==> config.mk <==
export PLATFORM = sky130hd
export DESIGN_NAME = clc_line_coder
export DESIGN_NICKNAME = d
export VERILOG_FILES = /design/src/common/clc_pkg.sv /design/src/core/clc_line_coder.sv
export SDC_FILE = /design/constraint.sdc
export NUM_CORES = 2
export LEC_CHECK = 0
export BUFFER_PORTS_ARGS = -buffer_cell sky130_fd_sc_hd__buf_4
export CAP_MARGIN = 40
export CORE_ASPECT_RATIO = 1.1
export CORE_MARGIN = 5
export CORE_UTILIZATION = 35
export DETAILED_ROUTE_END_ITERATION = 16
export PLACE_DENSITY_LB_ADDON = 0.08
export SLEW_MARGIN = 20
export SYNTH_ARGS = -nofsm -noshare
export SYNTH_HDL_FRONTEND = slang
export SYNTH_SLANG_ARGS = --single-unit
==> constraint.sdc <==
create_clock -name clk -period 5.8 [get_ports clk]
set_input_delay 0.29 -clock clk [delete_from_list [all_inputs] [get_ports clk]]
set_output_delay 0.29 -clock clk [all_outputs]
set_load 0.01 [all_outputs]
==> src/common/clc_pkg.sv <==
// Package: constants, code table and state types of the cell line coder
// Functional notes
// - Transmit: scramble, then 4b5b, then NRZI
// - Nibble to symbol through fixed table
// - Sixteen data symbols plus unique escape
// - Escape pairs: two start-of-cell, one marker
// - Idle line always carries valid symbols
// - Start pair then cell, no gap
// - Timing reference fall inserts marker pair
// - Receiver finds pairs, stores cells in FIFO
// - Framing locks on any valid symbols
// - Lock machine drives good-signal status
// - Signal loss clears good, disables FIFO
// - Fast mode differs only in bit rate
// - Reference clock plus control bit pick rate
// - Each FIFO holds three cells
// - Address latched on address-strobe fall
// - Read strobe and select make device drive
// - Write data taken when write ends
// - Eight-bit shared address/data register port
// - Eight-bit cell bus toward ATM layer
// - Marker output and activity indicator outputs
// - Active-low asynchronous reset clears all state but FIFO storage; scramblers load their seed
// - Interrupt held low until status read
package clc_pkg;
	localparam int CLK_KHZ = 100000;
	localparam int RATE_KBPS = 25600;
	localparam int RATE_STEP_KHZ = 800;
	localparam logic [7:0] BIT_INC = 8'(RATE_KBPS / RATE_STEP_KHZ);
	localparam logic [7:0] BIT_MOD = 8'(CLK_KHZ / RATE_STEP_KHZ);
	localparam int CELL_BYTES = 53;
	localparam int CELL_NIBS = 2 * CELL_BYTES;
	localparam int FIFO_CELLS = 3;
	localparam int UTP_AW = 5;
	localparam logic [4:0] SYM_ESC = 5'h1F;
	localparam logic [3:0] CMD_SOC_A = 4'h0;
	localparam logic [3:0] CMD_SOC_B = 4'hF;
	localparam logic [3:0] CMD_MARK = 4'h8;
	localparam logic [9:0] LFSR_SEED = 10'h3FF;
	localparam int LOCK_SYMS = 16;
	localparam int LOSS_SYMS = 4;
	localparam int LOS_TIMEOUT_NS = 2000;
	localparam int LOS_TIMEOUT_CYC = LOS_TIMEOUT_NS * (CLK_KHZ / 1000) / 1000;
	localparam logic [7:0] REG_CTRL = 8'h00;
	localparam logic [7:0] REG_STATUS = 8'h01;
	localparam logic [7:0] REG_INT_STAT = 8'h02;
	localparam logic [7:0] REG_INT_MASK = 8'h03;
	localparam logic [7:0] REG_UTP_ADDR = 8'h04;
	localparam int CTRL_RATE51 = 0;
	localparam int INT_PARITY = 0;
	localparam int INT_LOS = 1;
	localparam int INT_MARK = 2;
	localparam int INT_OVF = 3;
	// No data symbol has two leading or two trailing ones, so no pair forms the escape
	localparam logic [4:0] SYM_TAB [16] = '{5'h01, 5'h02, 5'h05, 5'h06, 5'h08, 5'h09,
		5'h0A, 5'h0C, 5'h0D, 5'h0E, 5'h10, 5'h11, 5'h12, 5'h14, 5'h15, 5'h16};

	function automatic logic [4:0] clc_dec(input logic [4:0] s);
		logic [4:0] r;
		r = 5'h00;
		for (int i = 0; i < 16; i++) begin
			if (SYM_TAB[i] == s) begin
				r = {1'h1, 4'(i)};
			end
		end
		return r;
	endfunction

	function automatic logic [9:0] clc_lfsr4(input logic [9:0] s);
		logic [9:0] r;
		r = s;
		for (int i = 0; i < 4; i++) begin
			r = {r[8:0], r[9] ^ r[6]};
		end
		return r;
	endfunction

	typedef enum logic [1:0] {TX_IDLE = 2'b00, TX_CMD = 2'b01, TX_CELL = 2'b10} clc_tx_e;

	typedef struct packed {
		logic [7:0] acc;
		logic bit_en;
		logic tx_line;
		logic [4:0] tx_sh;
		logic [2:0] tx_cnt;
		clc_tx_e tx_st;
		logic cmd_soc;
		logic [6:0] nib_cnt;
		logic nib_lo;
		logic [9:0] tx_lfsr;
		logic mark_pend;
		logic ref_q;
		logic rx_prev;
		logic [3:0] rx_sh;
		logic [2:0] rx_cnt;
		logic [4:0] lock_cnt;
		logic [2:0] err_cnt;
		logic good;
		logic [7:0] los_cnt;
		logic rx_esc;
		logic rx_in_cell;
		logic [6:0] rx_nib_cnt;
		logic [3:0] rx_hi;
		logic [9:0] rx_lfsr;
		logic rx_push;
		logic [7:0] rx_byte;
		logic mark_out;
		logic [7:0] rx_data;
		logic rx_soc;
		logic rx_par;
		logic [5:0] rx_bcnt;
		logic ale_q;
		logic wr_q;
		logic rd_q;
		logic [7:0] wr_data;
		logic [7:0] reg_addr;
		logic [7:0] ctrl;
		logic [3:0] int_stat;
		logic [3:0] int_mask;
		logic [UTP_AW-1:0] utp_addr;
		logic [7:0] ad_out;
	} clc_state_s;
endpackage

==> src/core/clc_line_coder.sv <==
// Cell line coder: cell FIFO and transmission-convergence top
`timescale 1ns/1ns

module clc_fifo #(
	parameter int WIDTH = 8,
	parameter int DEPTH = 159
) (
	input wire logic clk,
	input wire logic rst_n,
	input wire logic flush,
	input wire logic in_valid,
	output logic in_ready,
	input wire logic [WIDTH-1:0] in_data,
	output logic out_valid,
	input wire logic out_ready,
	output logic [WIDTH-1:0] out_data,
	output logic [$clog2(DEPTH+1)-1:0] count
);
	import clc_pkg::*;
	localparam int AW = $clog2(DEPTH);
	localparam int CW = $clog2(DEPTH+1);
	logic [WIDTH-1:0] mem [DEPTH];
	logic [AW-1:0] wr_ptr;
	logic [AW-1:0] rd_ptr;
	logic push;
	logic pop;

	// Handshakes straight from the fill count
	assign in_ready = count != CW'(DEPTH);
	assign out_valid = count != '0;
	assign out_data = mem[rd_ptr];
	assign push = in_valid & in_ready;
	assign pop = out_valid & out_ready;

	// Pointers wrap at DEPTH, so a depth of three cells needs no power of two
	always_ff @(posedge clk or negedge rst_n) begin
		if (!rst_n) begin
			wr_ptr <= '0;
			rd_ptr <= '0;
			count <= '0;
		end else if (flush) begin
			wr_ptr <= '0;
			rd_ptr <= '0;
			count <= '0;
		end else begin
			if (push) begin
				wr_ptr <= (wr_ptr == AW'(DEPTH-1)) ? '0 : wr_ptr + 1'h1;
			end
			if (pop) begin
				rd_ptr <= (rd_ptr == AW'(DEPTH-1)) ? '0 : rd_ptr + 1'h1;
			end
			count <= count + CW'(push) - CW'(pop);
		end
	end

	// Storage carries no reset
	always_ff @(posedge clk) begin
		if (push) begin
			mem[wr_ptr] <= in_data;
		end
	end

	fifo_count_a: assert property (@(posedge clk) disable iff (!rst_n)
		(!flush && push && !pop) |=> count == $past(count) + 1'h1)
		else $error("fifo count did not follow a push");
endmodule // clc_fifo

module clc_line_coder (
	input wire logic clk,
	input wire logic rst_n,
	input wire logic line_ref_64mhz,
	output logic tx_line_out,
	input wire logic rx_line_in,
	input wire logic rx_bit_en,
	input wire logic tx_timing_ref_in,
	output logic rx_marker_out,
	output logic good_signal,
	output logic tx_led,
	output logic rx_led,
	input wire logic [7:0] ad_in,
	output logic [7:0] ad_out,
	output logic ad_oe,
	input wire logic ale,
	input wire logic cs_n,
	input wire logic rd_n,
	input wire logic wr_n,
	output logic int_n_out,
	output logic int_n_oe,
	input wire logic [clc_pkg::UTP_AW-1:0] tx_addr,
	input wire logic tx_enb_n,
	input wire logic [7:0] tx_data,
	input wire logic tx_parity,
	output logic tx_clav,
	output logic tx_clav_oe,
	input wire logic [clc_pkg::UTP_AW-1:0] rx_addr,
	input wire logic rx_enb_n,
	output logic [7:0] rx_data,
	output logic rx_soc,
	output logic rx_parity,
	output logic rx_clav,
	output logic rx_clav_oe
);
	import clc_pkg::*;
	localparam int DEPTH = FIFO_CELLS * CELL_BYTES;
	localparam int CW = $clog2(DEPTH+1);
	clc_state_s q;
	clc_state_s next_q;
	logic rate51;
	logic wr_act;
	logic rd_act;
	logic tx_wr;
	logic tx_in_ready;
	logic tx_out_valid;
	logic [7:0] tx_head;
	logic [CW-1:0] tx_count;
	logic rx_in_ready;
	logic rx_out_valid;
	logic [7:0] rx_head;
	logic [CW-1:0] rx_count;
	logic rx_rd;
	logic sym_load;
	logic tx_pop;
	logic rx_lost;
	logic [3:0] int_set;

	// Software bit forces nothing slower than the reference allows
	assign rate51 = q.ctrl[CTRL_RATE51] | line_ref_64mhz;
	assign wr_act = ~wr_n & ~cs_n;
	assign rd_act = ~rd_n & ~cs_n;
	assign tx_wr = ~tx_enb_n & (tx_addr == q.utp_addr);
	assign rx_rd = ~rx_enb_n & (rx_addr == q.utp_addr) & rx_out_valid;

	// Cell buses: availability pins only driven when this port is addressed
	assign tx_clav = (CW'(DEPTH) - tx_count) >= CW'(CELL_BYTES);
	assign tx_clav_oe = tx_addr == q.utp_addr;
	assign rx_clav = rx_count >= CW'(CELL_BYTES);
	assign rx_clav_oe = rx_addr == q.utp_addr;
	assign rx_data = q.rx_data;
	assign rx_soc = q.rx_soc;
	assign rx_parity = q.rx_par;

	// Pins from state; register port drives only during a read
	assign tx_line_out = q.tx_line;
	assign good_signal = q.good;
	assign rx_marker_out = q.mark_out;
	assign tx_led = q.tx_st == TX_CELL;
	assign rx_led = q.rx_in_cell;
	assign ad_out = q.ad_out;
	assign ad_oe = rd_act & ~ale;
	assign int_n_out = 1'h0;
	assign int_n_oe = |(q.int_stat & q.int_mask);

	clc_fifo #(.WIDTH(8), .DEPTH(DEPTH)) u_tx_fifo (
		.clk(clk),
		.rst_n(rst_n),
		.flush(1'h0),
		.in_valid(tx_wr),
		.in_ready(tx_in_ready),
		.in_data(tx_data),
		.out_valid(tx_out_valid),
		.out_ready(tx_pop),
		.out_data(tx_head),
		.count(tx_count)
	);

	// A lost signal holds the receive FIFO flushed
	clc_fifo #(.WIDTH(8), .DEPTH(DEPTH)) u_rx_fifo (
		.clk(clk),
		.rst_n(rst_n),
		.flush(~q.good),
		.in_valid(q.rx_push),
		.in_ready(rx_in_ready),
		.in_data(q.rx_byte),
		.out_valid(rx_out_valid),
		.out_ready(rx_rd),
		.out_data(rx_head),
		.count(rx_count)
	);

	// Whole next state: divider, transmitter, receiver, register port
	always_comb begin
		logic [7:0] sum;
		logic [4:0] sym;
		logic [4:0] dec;
		logic [3:0] nib;
		logic rbit;
		next_q = q;
		sum = q.acc + (rate51 ? {BIT_INC[6:0], 1'h0} : BIT_INC);
		sym = 5'h00;
		dec = 5'h00;
		nib = 4'h0;
		rbit = rx_line_in ^ q.rx_prev;
		sym_load = 1'h0;
		tx_pop = 1'h0;
		rx_lost = 1'h0;
		int_set = 4'h0;
		next_q.bit_en = sum >= BIT_MOD;
		next_q.acc = (sum >= BIT_MOD) ? sum - BIT_MOD : sum;
		next_q.rx_push = 1'h0;
		next_q.mark_out = 1'h0;
		next_q.ref_q = tx_timing_ref_in;
		if (q.ref_q && !tx_timing_ref_in) begin
			next_q.mark_pend = 1'h1;
		end
		if (tx_wr && tx_in_ready && !(^{tx_data, tx_parity})) begin
			int_set[INT_PARITY] = 1'h1;
		end
		// Transmit: one line bit per divider pulse, symbol chosen at its boundary
		if (q.bit_en) begin
			if (q.tx_sh[4]) begin
				next_q.tx_line = ~q.tx_line;
			end
			next_q.tx_sh = {q.tx_sh[3:0], 1'h0};
			next_q.tx_cnt = q.tx_cnt + 3'h1;
			if (q.tx_cnt == 3'h4) begin
				sym_load = 1'h1;
				next_q.tx_cnt = 3'h0;
				case (q.tx_st)
					TX_IDLE: begin
						next_q.tx_lfsr = clc_lfsr4(q.tx_lfsr);
						sym = SYM_TAB[q.tx_lfsr[3:0]];
						if (q.mark_pend) begin
							next_q.tx_st = TX_CMD;
							next_q.cmd_soc = 1'h0;
							sym = SYM_ESC;
						end else if (tx_count >= CW'(CELL_BYTES)) begin
							next_q.tx_st = TX_CMD;
							next_q.cmd_soc = 1'h1;
							sym = SYM_ESC;
						end
					end
					TX_CMD: begin
						sym = SYM_TAB[q.cmd_soc ? CMD_SOC_A : CMD_MARK];
						next_q.tx_st = q.cmd_soc ? TX_CELL : TX_IDLE;
						next_q.nib_cnt = 7'h00;
						next_q.nib_lo = 1'h0;
						next_q.tx_lfsr = LFSR_SEED;
						if (!q.cmd_soc && !(q.ref_q && !tx_timing_ref_in)) begin
							next_q.mark_pend = 1'h0;
						end
					end
					TX_CELL: begin
						nib = q.nib_lo ? tx_head[3:0] : tx_head[7:4];
						sym = SYM_TAB[nib ^ q.tx_lfsr[3:0]];
						next_q.tx_lfsr = clc_lfsr4(q.tx_lfsr);
						tx_pop = q.nib_lo;
						next_q.nib_lo = ~q.nib_lo;
						next_q.nib_cnt = q.nib_cnt + 7'h01;
						if (q.nib_cnt == 7'(CELL_NIBS-1)) begin
							next_q.tx_st = TX_IDLE;
						end
					end
					default: begin
						next_q.tx_st = TX_IDLE;
					end
				endcase
				next_q.tx_sh = sym;
			end
		end
		// Receive: a bad symbol while hunting slips the window by one bit
		if (rx_bit_en) begin
			next_q.rx_prev = rx_line_in;
			next_q.rx_sh = {q.rx_sh[2:0], rbit};
			next_q.rx_cnt = q.rx_cnt + 3'h1;
			next_q.los_cnt = 8'h00;
			if (q.rx_cnt == 3'h4) begin
				next_q.rx_cnt = 3'h0;
				dec = clc_dec({q.rx_sh, rbit});
				if (!dec[4] && {q.rx_sh, rbit} != SYM_ESC) begin
					if (!q.good) begin
						next_q.rx_cnt = 3'h4;
						next_q.lock_cnt = 5'h00;
					end else if (q.err_cnt == 3'(LOSS_SYMS-1)) begin
						rx_lost = 1'h1;
					end else begin
						next_q.err_cnt = q.err_cnt + 3'h1;
					end
				end else begin
					next_q.err_cnt = 3'h0;
					if (!q.good) begin
						next_q.lock_cnt = q.lock_cnt + 5'h01;
						next_q.good = q.lock_cnt == 5'(LOCK_SYMS-1);
					end else if (!dec[4]) begin
						next_q.rx_esc = 1'h1;
						next_q.rx_in_cell = 1'h0;
					end else if (q.rx_esc) begin
						next_q.rx_esc = 1'h0;
						if (dec[3:0] == CMD_SOC_A || dec[3:0] == CMD_SOC_B) begin
							next_q.rx_in_cell = 1'h1;
							next_q.rx_nib_cnt = 7'h00;
							next_q.rx_lfsr = LFSR_SEED;
						end else if (dec[3:0] == CMD_MARK) begin
							next_q.mark_out = 1'h1;
							int_set[INT_MARK] = 1'h1;
						end
					end else if (q.rx_in_cell) begin
						nib = dec[3:0] ^ q.rx_lfsr[3:0];
						next_q.rx_lfsr = clc_lfsr4(q.rx_lfsr);
						next_q.rx_nib_cnt = q.rx_nib_cnt + 7'h01;
						next_q.rx_hi = nib;
						if (q.rx_nib_cnt[0]) begin
							next_q.rx_push = 1'h1;
							next_q.rx_byte = {q.rx_hi, nib};
						end
						if (q.rx_nib_cnt == 7'(CELL_NIBS-1)) begin
							next_q.rx_in_cell = 1'h0;
						end
					end
				end
			end
		end else if (q.good) begin
			next_q.los_cnt = q.los_cnt + 8'h01;
			rx_lost = q.los_cnt == 8'(LOS_TIMEOUT_CYC-1);
		end
		if (rx_lost) begin
			next_q.good = 1'h0;
			next_q.lock_cnt = 5'h00;
			next_q.err_cnt = 3'h0;
			next_q.rx_esc = 1'h0;
			next_q.rx_in_cell = 1'h0;
			next_q.rx_push = 1'h0;
			int_set[INT_LOS] = 1'h1;
		end
		if (q.rx_push && !rx_in_ready) begin
			int_set[INT_OVF] = 1'h1;
		end
		// Cell bus read: first byte of each cell flagged, odd parity
		if (rx_rd) begin
			next_q.rx_data = rx_head;
			next_q.rx_soc = q.rx_bcnt == 6'h00;
			next_q.rx_par = ~(^rx_head);
			next_q.rx_bcnt = (q.rx_bcnt == 6'(CELL_BYTES-1)) ? 6'h00 : q.rx_bcnt + 6'h01;
		end
		if (!q.good) begin
			next_q.rx_bcnt = 6'h00;
		end
		// Register port: strobes sampled as plain levels, edges found here
		next_q.ale_q = ale;
		next_q.wr_q = wr_act;
		next_q.rd_q = rd_act;
		if (q.ale_q && !ale) begin
			next_q.reg_addr = ad_in;
		end
		if (wr_act) begin
			next_q.wr_data = ad_in;
		end
		if (q.wr_q && !wr_act) begin
			case (q.reg_addr)
				REG_CTRL: next_q.ctrl = q.wr_data;
				REG_INT_MASK: next_q.int_mask = q.wr_data[3:0];
				REG_UTP_ADDR: next_q.utp_addr = q.wr_data[UTP_AW-1:0];
				default: next_q.ctrl = q.ctrl;
			endcase
		end
		case (q.reg_addr)
			REG_CTRL: next_q.ad_out = q.ctrl;
			REG_STATUS: next_q.ad_out = {6'h00, rate51, q.good};
			REG_INT_STAT: next_q.ad_out = {4'h0, q.int_stat};
			REG_INT_MASK: next_q.ad_out = {4'h0, q.int_mask};
			REG_UTP_ADDR: next_q.ad_out = {3'h0, q.utp_addr};
			default: next_q.ad_out = 8'h00;
		endcase
		// Only bits the host was shown are cleared, and a new event still wins
		next_q.int_stat = q.int_stat | int_set;
		if (q.rd_q && !rd_act && q.reg_addr == REG_INT_STAT) begin
			next_q.int_stat = (q.int_stat & ~q.ad_out[3:0]) | int_set;
		end
	end

	// One state register, asynchronous active-low clear
	always_ff @(posedge clk or negedge rst_n) begin
		if (!rst_n) begin
			q <= '0;
			q.tx_lfsr <= LFSR_SEED;
			q.rx_lfsr <= LFSR_SEED;
		end else begin
			q <= next_q;
		end
	end

	nrzi_toggle_a: assert property (@(posedge clk) disable iff (!rst_n)
		(q.bit_en && q.tx_sh[4]) |=> tx_line_out != $past(tx_line_out))
		else $error("line did not toggle on a one bit");
	sym_valid_a: assert property (@(posedge clk) disable iff (!rst_n)
		sym_load |=> (clc_dec(q.tx_sh) != 5'h00 || q.tx_sh == SYM_ESC))
		else $error("transmitted symbol outside the code set");
	soc_gapless_a: assert property (@(posedge clk) disable iff (!rst_n)
		(sym_load && q.tx_st == TX_CMD && q.cmd_soc) |=> q.tx_st == TX_CELL && q.nib_cnt == 7'h00)
		else $error("cell did not follow start pair");
	marker_pend_a: assert property (@(posedge clk) disable iff (!rst_n)
		(q.ref_q && !tx_timing_ref_in) |=> q.mark_pend)
		else $error("timing reference fall not recorded");
	lock_count_a: assert property (@(posedge clk) disable iff (!rst_n)
		$rose(q.good) |-> $past(q.lock_cnt) == 5'(LOCK_SYMS-1))
		else $error("good signal without full lock count");
	loss_flush_a: assert property (@(posedge clk) disable iff (!rst_n)
		rx_lost |=> !good_signal ##1 (rx_count == '0 && !rx_clav))
		else $error("receive FIFO live after signal loss");
	rate_force_a: assert property (@(posedge clk) disable iff (!rst_n)
		(line_ref_64mhz && !q.bit_en) |=> ($past(q.acc) + 8'h40 >= BIT_MOD) == q.bit_en)
		else $error("fast reference did not select double rate");
	addr_latch_a: assert property (@(posedge clk) disable iff (!rst_n)
		(q.ale_q && !ale) |=> q.reg_addr == $past(ad_in))
		else $error("address not latched on strobe fall");
	write_end_a: assert property (@(posedge clk) disable iff (!rst_n)
		(q.wr_q && !wr_act && q.reg_addr == REG_INT_MASK) |=> q.int_mask == $past(q.wr_data[3:0]))
		else $error("write data not taken at end of write");
	int_hold_a: assert property (@(posedge clk) disable iff (!rst_n)
		(int_n_oe && !(q.rd_q && !rd_act)) |=> int_n_oe)
		else $error("interrupt released without a status read");
endmodule // clc_line_coder

==> reports/qor.csv <==
stage;metric;value;unit
clock_tree;worst-skew pair later-pin latency;0.88;ns
floorplanning;std cell rows;216;
clock_tree;clock slew at reported path FFs;0.06;ns
routing;Vias/cell;5.289;
finish;filler cell count in the final layout;28170;
sta;worst-case clock skew;0.05215;ns
critical_path;reg2reg start;u_tx_fifo.rd_ptr[0];
sta;fmax;204.7;MHz
sta;final setup TNS;0;ns
synthesis;Synth cell types;92;
synthesis;ys async rst share;0.07659;
synthesis;Synth area leaders;edfxtp_1, mux4_2, dfrtp_1;
finish;area of the multi-input gates;26890;um2
sta;Pins Over Slew Limit;0;
global_route;GRT Util Overall;0.1893;
synthesis;Synth area leader;edfxtp_1;
floorplanning;Die W;545.7;um
sta;relative slew slack;0.3759;
sta;Final Hold Fails;0;
synthesis;Post-Syn Instances;5721;
sta;final setup violation count;0;
pwr;leak pwr;0.03839;uW
routing;DR vias;56430;
critical_path;Slowest cell on crit path;dfrtp_4;
global_route;largest net degree at the start of global routing;123;
critical_path;Critical Path Start Type;register;
synthesis;flop and latch count out of synthesis;2755;
finish;final instance area;128900;um2
global_route;met2 track demand over resource;0.3296;
synthesis;sequential share of the synthesized area;0.7394;
global_route;first-pass GRT wire length;449.4;mm
critical_path;CP most frequent cell;buf_12;
floorplanning;Die Footprint;327000;um2
floorplanning;Die H;599.3;um
critical_path;worst r2r path cells;13;
place;routability cong.;0.8157;
sta;RSZ-0062 raised after global routing;no;
floorplanning;Core ar.;314600;um2
finish;most common cell after layout, fill and taps aside;edfxtp_1;
routing;router iterations before antenna repair;5;
finish;share of post-route cells with drive strength above 1;0.2681;
synthesis;Syn Nets;5837;
critical_path;Worst setup EP type;register;
global_route;grt ovf;0;
critical_path;Worst R2R End;q[148];
floorplanning;Initial Util;0.3512;
synthesis;Yosys Warn Count;0;
place;dpl cells;10030;
finish;NumNets Final;6401;
finish;fin cells;10670;
clock_tree;CTS tree;built;
worst_hold_path;worst hold path type;in -> async;
place;post-DP HPWL;203.5;mm
clock_tree;Clock Tree Root;clkbuf_16;
global_route;grt peak-use layer;met2;
synthesis;Mapped Avg Cell Area;19.31;um2
critical_path;Register-to-Register Setup Slack;0.91;ns
status;outcome;complete, no violations;
clock_tree;post-CTS sizing;0;
synthesis;prevailing post-synth register cell;edfxtp_1;
critical_path;worst endpoint required time;6.58;ns
place;Placed Instance Area;118300;um2
pwr;P per Cell Area;330.7;nW/um2
sta;final worst path period share;0.8424;
clock_tree;CTS Buf Count;305;
critical_path;crit path kind;reg -> reg;
routing;Initial DRC Count;4812;
synthesis;Cell Area, Synth;110500;um2
place;IO buf count;67;
sta;Worst Tran Pin Value;0.9278;ns
critical_path;CP peak stage delay;0.68;ns
global_route;met3 usage;0.02454;
critical_path;crit-path cells;buf_12 -> buf_12 -> buf_12 -> mux4_2 -> mux4_2 -> o221ai_1 -> a2bb2oi_1 -> a211oi_2 -> xnor2_2 -> ha_1 -> nor2_1 -> o21ai_0 -> a32oi_1;
finish;most frequent cells in the layout;edfxtp_1, mux4_2, buf_4, nor2_1, clkbuf_16;
finish;Seq. cell area;81760;um2
global_route;M1 GR Usage;0.2515;
clock_tree;clk sinks;2755;
clock_tree;Max Buffers Root-to-Sink;4;
floorplanning;IO Count;69;
synthesis;share of the synthesized area in the top cell type;0.6914;
routing;Post-Route WL;314.9;mm
pwr;VDD IR max;0.2131;mV
clock_tree;H-tree Lvls;5;
routing;average wire per standard cell;29.51;um
global_route;vias in the first global route;58610;
sta;Final Critical Period;4.886;ns
critical_path;Data arrival, critical path;5.66;ns
routing;DRC;0;
critical_path;Max FO, Critical Path;23;
synthesis;number of flops mapped to enable cells by yosys;2544;
global_route;initial antenna violation count;5;
job;max cap viols;0;
finish;Area growth syn-to-layout;16.63;%
routing;Detail Route Antenna Nets;0;
## worst max-delay path: cells and delay by family (launching register included)
kind | cells | cell delay (ns)
compound gates | 5 | 1.53
mux | 2 | 1.06
buf+inv | 3 | 0.75
flops | 1 | 0.68
fa+ha+maj | 1 | 0.32
xor+xnor | 1 | 0.23
simple gates | 1 | 0.13
## Yosys cell counts (14+ instances only)
| master | n |
|---|---|
| a211oi_1 | 22 |
| a21oi_1 | 81 |
| a22oi_1 | 30 |
| a31oi_1 | 20 |
| and2_1 | 23 |
| and3_1 | 17 |
| buf_1 | 23 |
| buf_2 | 59 |
| buf_4 | 66 |
| buf_6 | 14 |
| clkbuf_1 | 155 |
| dfrtp_1 | 191 |
| dfstp_2 | 20 |
| edfxtp_1 | 2544 |
| ha_1 | 74 |
| inv_1 | 68 |
| mux2_2 | 80 |
| mux2i_1 | 212 |
| mux4_2 | 632 |
| nand2_1 | 255 |
| nand2b_1 | 16 |
| nand3_1 | 62 |
| nand4_1 | 21 |
| nor2_1 | 456 |
| nor2b_1 | 28 |
| nor3_1 | 34 |
| o211ai_1 | 20 |
| o21ai_0 | 154 |
| o221ai_1 | 16 |
| o22ai_1 | 30 |
| xnor2_1 | 35 |
| xor2_1 | 41 |
## what timing repair did
item	4_1_cts	5_1_grt
hold endpoints to repair	600	0
buffers inserted	0	0
hold buffers	30	0
## how the worst max path moves through the flow
stage	slack, ns	end	cells after the start	from
floorplan	2.12	q[148]	15	u_tx_fifo.rd_ptr[0]
global placement	0.77	q[148]	11	u_tx_fifo.rd_ptr[5]
detailed placement	0.96	q[148]	13	u_tx_fifo.rd_ptr[0]
CTS	0.93	q[148]	13	u_tx_fifo.rd_ptr[0]
global route	0.77	q[148]	14	u_tx_fifo.rd_ptr[0]
finish	0.91	q[148]	13	u_tx_fifo.rd_ptr[0]
## cells by family after synthesis
family          after synthesis  share of synthesized area
other cells                   1                 0.00003394
xor+xnor                     78                   0.006375
mux                         935                     0.1587
simple gates                975                    0.03890
compound gates              504                    0.02996
fa+ha+maj                    78                   0.009014
flops                      2755                     0.7394
buf+inv                     395                    0.01760
## state kept, by name, indices dropped and copies added, names as in the netlist
| register | flops |
|---|---|
| rx_parity | 1 |
| tx_line_out | 1 |
| rx_marker_out | 1 |
| rx_led | 1 |
| u_rx_fifo.mem | 1272 |
| u_rx_fifo.rd_ptr | 8 |
| u_rx_fifo.wr_ptr | 8 |
| u_tx_fifo.count | 8 |
| rx_data | 8 |
| ad_out | 8 |
| q | 141 |
| u_tx_fifo.mem | 1272 |
| good_signal | 1 |
| u_tx_fifo.rd_ptr | 8 |
| u_rx_fifo.count | 8 |
| u_tx_fifo.wr_ptr | 8 |
| rx_soc | 1 |
## per-stage QoR
step	power (uW)	setup slack (ns)	util	hold WS, ns
global route	44240	0.7661	0.4096	0.05610
floorplan	23320	2.119	-	-0.005591
global placement	23890	0.7668	0.3710	0.3899
finish	42610	0.9142	0.4096	0.07482
CTS	43180	0.9285	0.4079	0.01111
detailed placement	23920	0.9646	0.3760	0.3953
## power by group
part	total, uW	switching, uW	internal [uW]
Sequential	22000	262	21800
Clock	19100	7890	11200
Combinational	1460	891	570
Total	42600	9040	33600
## layout make-up
class	instances	area share
antenna	4	0.00007768
clock buffer	403	0.06533
clock inverter	143	0.01019
inverter	75	0.002253
multi-input combinational	2571	0.2087
sequential	2755	0.6345
tap	4142	0.04022
timing repair buffer	577	0.03882
## layer usage
metal  up-vias  wire length, um
met2      1375           159600
met3       415            12430
met4         0             9029
met1     30360           133800
li1      24280                -
met5         -                0
Note: power is estimated with default switching activity, not from simulation.
